==> config.mk <==
export PLATFORM = sky130hd
export DESIGN_NAME = slpctl_top
export DESIGN_NICKNAME = d
export VERILOG_FILES = /design/src/core/slpctl_pkg.sv /design/src/core/slpctl_gate_if.sv /design/src/core/slpctl_gate_table.sv /design/src/core/slpctl_top.sv
export VERILOG_INCLUDE_DIRS = /design/src /design/src/core
export SDC_FILE = /design/constraint.sdc
export NUM_CORES = 1
export LEC_CHECK = 0
export BUFFER_PORTS_ARGS = -buffer_cell sky130_fd_sc_hd__buf_4
export CAP_MARGIN = 20
export CORE_MARGIN = 2
export CORE_UTILIZATION = 55
export CTS_CLUSTER_SIZE = 12
export DETAILED_ROUTE_END_ITERATION = 12
export GPL_TIMING_DRIVEN = 0
export PLACE_DENSITY = 0.8
export SLEW_MARGIN = 20
export SYNTH_ARGS = -nofsm -noshare
export SYNTH_HDL_FRONTEND = slang
export SYNTH_HIERARCHICAL = 1
export SYNTH_SLANG_ARGS = --single-unit
export TNS_END_PERCENT = 20
==> constraint.sdc <==
create_clock -name clk_i -period 1.75 [get_ports clk_i]
set_input_delay 0.2625 -clock clk_i [delete_from_list [all_inputs] [get_ports clk_i]]
set_output_delay 0.2625 -clock clk_i [all_outputs]
set_load 0.005 [all_outputs]
==> src/core/slpctl_cfg.svh <==
// Constants for the sleep-mode clock gating controller.
`ifndef SLPCTL_CFG_SVH
`define SLPCTL_CFG_SVH
`define SLPCTL_MODE_W      3
`define SLPCTL_MODE_IDLE   3'h0
`define SLPCTL_MODE_ADCNR  3'h1
`define SLPCTL_MODE_PDOWN  3'h2
`define SLPCTL_MODE_PSAVE  3'h3
`define SLPCTL_MODE_STBY   3'h6
`define SLPCTL_MODE_XSTBY  3'h7
`define SLPCTL_DOM_W       8
`define SLPCTL_DOM_CPU     0
`define SLPCTL_DOM_SRAM    1
`define SLPCTL_DOM_TMR     2
`define SLPCTL_DOM_SPI     3
`define SLPCTL_DOM_IRQ     4
`define SLPCTL_DOM_ADC     5
`define SLPCTL_DOM_ATMR    6
`define SLPCTL_DOM_OSC     7
`define SLPCTL_ALL_ON      8'hff
`endif

==> src/core/slpctl_pkg.sv <==
// Types for the sleep-mode clock gating controller.
`include "slpctl_cfg.svh"
package slpctl_pkg;
    typedef enum logic [1:0] {
        SLPCTL_RUN   = 2'h0,
        SLPCTL_SLEEP = 2'h1,
        SLPCTL_WAKE  = 2'h2
    } slpctl_state_t;

    typedef struct packed {
        slpctl_state_t                 state;
        logic [`SLPCTL_MODE_W-1:0]     mode;
        logic [`SLPCTL_DOM_W-1:0]      enables;
        logic                          bad_mode;
    } slpctl_ctl_t;
endpackage

==> src/core/slpctl_gate_if.sv <==
// Carrier between the controller and its gating-table module.
`timescale 1ns/10ps
`include "slpctl_cfg.svh"
interface slpctl_gate_if;
    logic [`SLPCTL_MODE_W-1:0] mode;
    logic [`SLPCTL_DOM_W-1:0]  enables;
    logic                      valid;
    modport ctl (output mode, input enables, input valid);
    modport tbl (input mode, output enables, output valid);
endinterface

==> src/core/slpctl_gate_table.sv <==
// Gating table: which clock domains run in each sleep mode.
`timescale 1ns/10ps
`include "slpctl_cfg.svh"
module slpctl_gate_table
(
    slpctl_gate_if.tbl gif
);
    function automatic logic [`SLPCTL_DOM_W-1:0] dom(input int idx);
        dom = `SLPCTL_DOM_W'(1) << idx;
    endfunction

    always_comb
    begin
        gif.valid   = 1'b1;
        gif.enables = `SLPCTL_DOM_W'(0);
        case (gif.mode)
            `SLPCTL_MODE_IDLE:
                gif.enables = `SLPCTL_ALL_ON & ~dom(`SLPCTL_DOM_CPU);
            `SLPCTL_MODE_ADCNR:
                gif.enables = dom(`SLPCTL_DOM_ATMR) | dom(`SLPCTL_DOM_ADC)
                            | dom(`SLPCTL_DOM_OSC) | dom(`SLPCTL_DOM_IRQ);
            `SLPCTL_MODE_PDOWN:
                gif.enables = `SLPCTL_DOM_W'(0);
            `SLPCTL_MODE_PSAVE:
                gif.enables = dom(`SLPCTL_DOM_ATMR);
            `SLPCTL_MODE_STBY:
                gif.enables = dom(`SLPCTL_DOM_OSC);
            `SLPCTL_MODE_XSTBY:
                gif.enables = dom(`SLPCTL_DOM_OSC) | dom(`SLPCTL_DOM_ATMR);
            default:
            begin
                gif.valid   = 1'b0;
                gif.enables = `SLPCTL_ALL_ON;
            end
        endcase
    end
endmodule // slpctl_gate_table

==> src/core/slpctl_top.sv <==
// Sleep-mode controller: takes sleep requests and gates the clock domains.
`timescale 1ns/10ps
`include "slpctl_cfg.svh"
// How it works
// - Idle stops only the processor clock.
// - Power-down halts oscillator; interrupt or reset wakes.
// - Power-save keeps only the asynchronous timer.
// - ADC noise-reduction keeps ADC, asynchronous timer, oscillator and interrupt domain.
// - Standby keeps only the main oscillator running.
// - Extended standby keeps oscillator and asynchronous timer.
// - Six selectable modes; selected gating set applied.
module slpctl_top
(
    input  wire logic                      clk_i,
    input  wire logic                      nrst_i,
    input  wire logic                      sleep_req_i,
    input  wire logic [`SLPCTL_MODE_W-1:0] sleep_mode_i,
    input  wire logic                      irq_wake_i,
    output logic                           sleep_ack_o,
    output logic                           sleeping_o,
    output logic                           mode_err_o,
    output logic [`SLPCTL_MODE_W-1:0]      active_mode_o,
    output logic [`SLPCTL_DOM_W-1:0]       clk_en_o
);
    logic                 rst_sync1_reg;
    logic                 rst_sync2_reg;
    logic                 irq_sync1_reg;
    logic                 irq_sync2_reg;
    slpctl_pkg::slpctl_ctl_t ctl_reg;
    slpctl_pkg::slpctl_ctl_t ctl_next;
    slpctl_gate_if           gif ();

    // The reset is released synchronously so no domain leaves reset a cycle apart.
    always_ff @(posedge clk_i or negedge nrst_i)
    begin
        if (!nrst_i)
        begin
            rst_sync1_reg <= 1'b0;
            rst_sync2_reg <= 1'b0;
        end
        else
        begin
            rst_sync1_reg <= 1'b1;
            rst_sync2_reg <= rst_sync1_reg;
        end
    end

    // Wake interrupts come from domains that may be gated, so they are synchronised.
    always_ff @(posedge clk_i or negedge rst_sync2_reg)
    begin
        if (!rst_sync2_reg)
        begin
            irq_sync1_reg <= 1'b0;
            irq_sync2_reg <= 1'b0;
        end
        else
        begin
            irq_sync1_reg <= irq_wake_i;
            irq_sync2_reg <= irq_sync1_reg;
        end
    end

    slpctl_gate_table u_table
    (
        .gif (gif.tbl)
    );

    assign gif.mode = sleep_mode_i;

    always_comb
    begin
        ctl_next = ctl_reg;
        case (ctl_reg.state)
            slpctl_pkg::SLPCTL_RUN:
            begin
                ctl_next.bad_mode = 1'b0;
                if (sleep_req_i && !irq_sync2_reg)
                begin
                    if (gif.valid)
                    begin
                        ctl_next.state   = slpctl_pkg::SLPCTL_SLEEP;
                        ctl_next.mode    = sleep_mode_i;
                        ctl_next.enables = gif.enables;
                    end
                    else
                    begin
                        // An unknown code is refused rather than guessed at.
                        ctl_next.bad_mode = 1'b1;
                    end
                end
            end
            slpctl_pkg::SLPCTL_SLEEP:
            begin
                // Power-down and the others hold their gating until a wake event.
                if (irq_sync2_reg)
                begin
                    ctl_next.state   = slpctl_pkg::SLPCTL_WAKE;
                    ctl_next.enables = `SLPCTL_ALL_ON;
                end
            end
            slpctl_pkg::SLPCTL_WAKE:
            begin
                // Waiting for the request to drop prevents an instant re-sleep.
                if (!sleep_req_i)
                begin
                    ctl_next.state = slpctl_pkg::SLPCTL_RUN;
                end
            end
            default:
            begin
                ctl_next.state   = slpctl_pkg::SLPCTL_RUN;
                ctl_next.enables = `SLPCTL_ALL_ON;
            end
        endcase
    end

    always_ff @(posedge clk_i or negedge rst_sync2_reg)
    begin
        if (!rst_sync2_reg)
        begin
            ctl_reg.state    <= slpctl_pkg::SLPCTL_RUN;
            ctl_reg.mode     <= `SLPCTL_MODE_IDLE;
            ctl_reg.enables  <= `SLPCTL_ALL_ON;
            ctl_reg.bad_mode <= 1'b0;
        end
        else
        begin
            ctl_reg <= ctl_next;
        end
    end

    assign clk_en_o      = ctl_reg.enables;
    assign active_mode_o = ctl_reg.mode;
    assign sleeping_o    = (ctl_reg.state == slpctl_pkg::SLPCTL_SLEEP);
    assign sleep_ack_o   = (ctl_reg.state == slpctl_pkg::SLPCTL_SLEEP);
    assign mode_err_o    = ctl_reg.bad_mode;
endmodule // slpctl_top

# After elaboration in Yosys (flattened, before gate mapping)
# Cells that the tools add are included.
[totals]
reg_bits = 18
in_bits = 7
out_inout_bits = 14
elab_cells = 38
[classes]
n_eq_ne = 11
n_mux = 10
n_bitwise = 1
reduce_logical = 8
[op_table]
columns = ["cell", "count"]
rows = [
  ["8-bit one-hot mux with 6 select lines", 1],
  ["8-bit one-hot mux with 3 select lines", 1],
  ["14-bit 2-to-1 mux", 1],
  ["13-bit 2-to-1 mux", 1],
  ["8-bit 2-to-1 mux", 1],
  ["4-bit AND reduction", 2],
  ["3-bit by 2-bit == test with 1-bit output, second input constant", 2],
  ["3-bit == test, second input constant", 2],
  ["2-bit inequality test, second input constant", 3],
  ["2-bit one-hot mux with 3 select lines", 1],
  ["6-bit OR reduction", 1],
  ["2-bit 2-to-1 mux", 2],
  ["3-bit by 1-bit == test with 1-bit output, second input constant", 1],
  ["3-bit zero test", 1],
  ["3-bit AND reduction", 1],
  ["2-bit by 1-bit == test with 1-bit output, second input constant", 1],
  ["2-bit == test, second input constant", 1],
  ["2-bit zero test", 1],
  ["1-bit 2-to-1 mux", 2],
  ["2-bit by 1-bit inequality test with 1-bit output, second input constant", 1],
  ["1-bit logical AND", 1],
  ["1-bit zero test", 1],
  ["1-bit inverter", 1],
]

# Logic depth before layout (Yosys ltp)
[logic_depth]
word_depth = 6
ltp_mapped = 5
mapped_depth_nobuf = 5

# Hierarchy
# Netlist, hierarchy kept.
[by_module_without_submodules]
columns = ["mod", "n_inst", "cells_per_inst", "area_per_inst_um2", "seq_area_each_um2"]
rows = [
  ["slpctl_top", 1, 66, 823.3, 460.4],
  ["slpctl_gate_table", 1, 10, 52.6, 0.0],
]

# Worst setup path before layout
# No wires, ideal clock.
[synth_path]
kind = "reg2reg"
start = "reg irq_sync2_reg"
end = "reg ctl_reg, in the netlist active_mode_o[0]"
setup_time_ps = 125
t_arrival_ps = 1253
required_time_ps = 1625
setup_slack_ps = 372
path_stages_with_launch = 3
n_path_buf = 0
period_less_slack_ps = 1378
path_cell_list = "dfrtp_1 > nor4_4 > mux2_2"
[synth_via]
elab_chain_len = 3
[synth_lines]
columns = ["element", "line", "source"]
rows = [
  ["start: declaration", "slpctl_top.sv:28", "logic irq_sync2_reg;"],
  ["start signal: assignment", "slpctl_top.sv:59", "irq_sync2_reg <= irq_sync1_reg;"],
  ["1-bit zero test", "slpctl_top.sv:77", "if (sleep_req_i && !irq_sync2_reg)"],
  ["1-bit logical AND", "slpctl_top.sv:77", ""],
  ["3-bit AND reduction (no line)", "n/a", ""],
  ["end signal: assignment", "slpctl_top.sv:128", "ctl_reg <= ctl_next;"],
  ["end: declaration", "slpctl_top.sv:29", "slpctl_pkg::slpctl_ctl_t ctl_reg;"],
]
# No other way between the ends.
# A chain may end at the register's enable or synchronous reset.

# Final worst setup path
# Same ends and word-level chain as after synthesis.

==> qor.yml <==
critPathCaptureType: "flop"
outcome: "finished, final reports clean"
die_area_mm2: 0.00193
hpwl_um: 1110
vias_per_cell: 5.15
cts_buffers: 3
power_leakage_nw: 0.505
syn_area_um2: 876
min_period_ns: 1.53
min_path_type: "input port to flop"
rsz0062_at_grt: "no"
track_usage: 0.181
cp-start-kind: "flop"
slew_viol_final: 0
grt_overflow: 0
cp.arrival_ns: 1.71
gp_congestion: 0.720
fin_skew_ns: 0.00318
timing_worst_setup_path_type: "flop to flop"
multiInputGateArea_um2: 287
cp_data_required_time_ns: 1.93
synth.avg_cell_area_um2: 11.5
worstSkewPairLatency_ns: 0.29
io-pin-count: 21
post-cts-setup-buffer-count: 0
cts_max_level: 1
worstPathMaxFanout: 7
register_area_um2: 460
cts_sinks: 18
die_w_um: 43.9
grt_max_degree: 17
vias: 602
wire_per_inst_um: 12.4
p_per_area_mw_per_mm2: 1070
syn_inst: 76
seq_area_frac_synth: 0.526
root_buffer: "clkbuf_4"
diodes: 0
fp.dieH_um: 43.9
coreArea_mm2: 0.00151
postRouteAntennaNets: 0
drt_iter0_drc: 10
ys_warn_count: 6
synth_top_area_cell: "dfrtp_1"
drt-total-wl_um: 1450
cts_tree: "built"
final_common_cell: "buf_4"
cts.path.max_buffers: 2
cap_violations: 0
place_area_mm2: 0.00105
post-route-period-util: 0.874
final_layout_size_suffix_gt1_frac: 0.554
drcViolationCount: 0
antenna_found_initial: 0
firstDrtPassIters: 4
start_util: 0.581
maxSlewHeadroom: 0.584
setup_viol: 0
portBuffers: 20
grt_pass1_wl_um: 2500
synth_top_area_share: 0.286
num_rows: 14
synth_cell_type_count: 21
hold_viol_final: 0
grt_pass1_vias: 609
max_clock_freq_mhz: 654
ys_ff_latch: 18
syn2layout_area_growth_pct: 24.7
synth_area_leaders: "dfrtp_1 (29%), dfstp_2 (24%), buf_4 (13%)"
synthesis.nets: 83
clkTransAtPathRegs_ns: 0.10
largest_reg_flops: 8
stdcell_area_mm2: 0.00109
worstMarginPinSlew_ns: 0.623
final_cell_mix: "buf_4 (35), dfrtp_1 (10), dfstp_2 (8)"
ir_drop_uv: 726
final_nets: 109
fin_tns_setup_ns: 0
fillers: 115
==> worst max-delay path, cell delays in order, from the launching register on <==
cell     delay [ns]
dfrtp_1        0.48
nor4_4         0.54
mux2_2         0.40
==> final timing paths <==
path | end | from | slack [ns] | cells past startpoint
worst max-delay path | active_mode_o[0]$_DFFE_PN0P_ | irq_sync2_reg$_DFF_PN0_ | 0.22 | 2
worst min-delay path | irq_sync1_reg$_DFF_PN0_ | irq_wake_i | 0.07 | 1
worst max register to register | active_mode_o[0]$_DFFE_PN0P_ | irq_sync2_reg$_DFF_PN0_ | 0.22 | 2
worst min register to register | ctl_reg[13]$_DFFE_PN0P_ | rst_sync2_reg$_DFF_PN0_ | 0.26 | 0
max in group asynchronous | active_mode_o[0]$_DFFE_PN0P_ | rst_sync2_reg$_DFF_PN0_ | 1.09 | 0
min in group asynchronous | ctl_reg[13]$_DFFE_PN0P_ | rst_sync2_reg$_DFF_PN0_ | 0.26 | 0
==> per-layer routing <==
metal,GRT usage,vias to the layer above,share of wire
met5,0,-,0
met4,0.0909,0,0.0083
met3,0.0375,2,0.035
met2,0.321,11,0.53
met1,0.204,292,0.43
li1,-,297,-
==> kinds of logic (layout without fill, tap and decap cells) <==
logic type,after synthesis,after routing,synth area share
compound gates,14,14,0.106
simple gates,17,17,0.127
flops,18,18,0.526
mux,7,7,0.0900
other cells,1,1,0.00428
buf+inv,19,44,0.147
==> power breakdown <==
group	leakage [nW]	switching [mW]	internal (mW)
clock network	0.0210	0.121	0.127
registers	0.206	0.0518	0.515
logic	0.278	0.111	0.245
total	0.505	0.285	0.886
==> through the flow <==
| step | std cells | power, mW | utilization | setup WS, ns | hold slack (ns) |
|---|---|---|---|---|---|
| 5_1_grt | 117 | 1.23 | 0.725 | 0.108 | 0.0578 |
| 3_5_place_dp | 112 | 0.934 | 0.694 | 0.185 | 0.0489 |
| 3_3_place_gp | 112 | 0.918 | 0.694 | 0.185 | 0.0449 |
| 4_1_cts | 117 | 1.19 | 0.725 | 0.202 | 0.0624 |
| 2_1_floorplan | 76 | 0.784 | - | 0.372 | -0.0331 |
| 6_report | 117 | 1.17 | 0.725 | 0.220 | 0.0740 |
==> synth_stat cells <==
cell / number
buf_4: 15
dfrtp_1: 10
dfstp_2: 8
mux2_2: 7
nand2_1: 5
nand2b_1: 5
a2bb2oi_1: 4
o22ai_1: 4
inv_1: 3
o21ai_0: 3
nor2_1: 2
a211oi_1: 1
a21oi_1: 1
buf_2: 1
conb_1: 1
nand3_1: 1
nand4bb_1: 1
nor2b_1: 1
nor4_4: 1
o21ai_1: 1
or4b_1: 1
==> area by class of cell <==
class	instances	area share
plain buffers	16	0.108
clock buffers	4	0.0332
inverters	3	0.0103
multi-input cells	39	0.262
flip-flops and latches	18	0.422
well taps	16	0.0183
repair buffers	21	0.147
==> timing repair <==
action | CTS | global route
endpoints found under the hold margin | 2 | 0
setup endpoints to repair | 0 | 0
gates resized for setup | 0 | 0
hold buffers | 1 | 0
No activity file was read; power rests on OpenSTA's default activity.
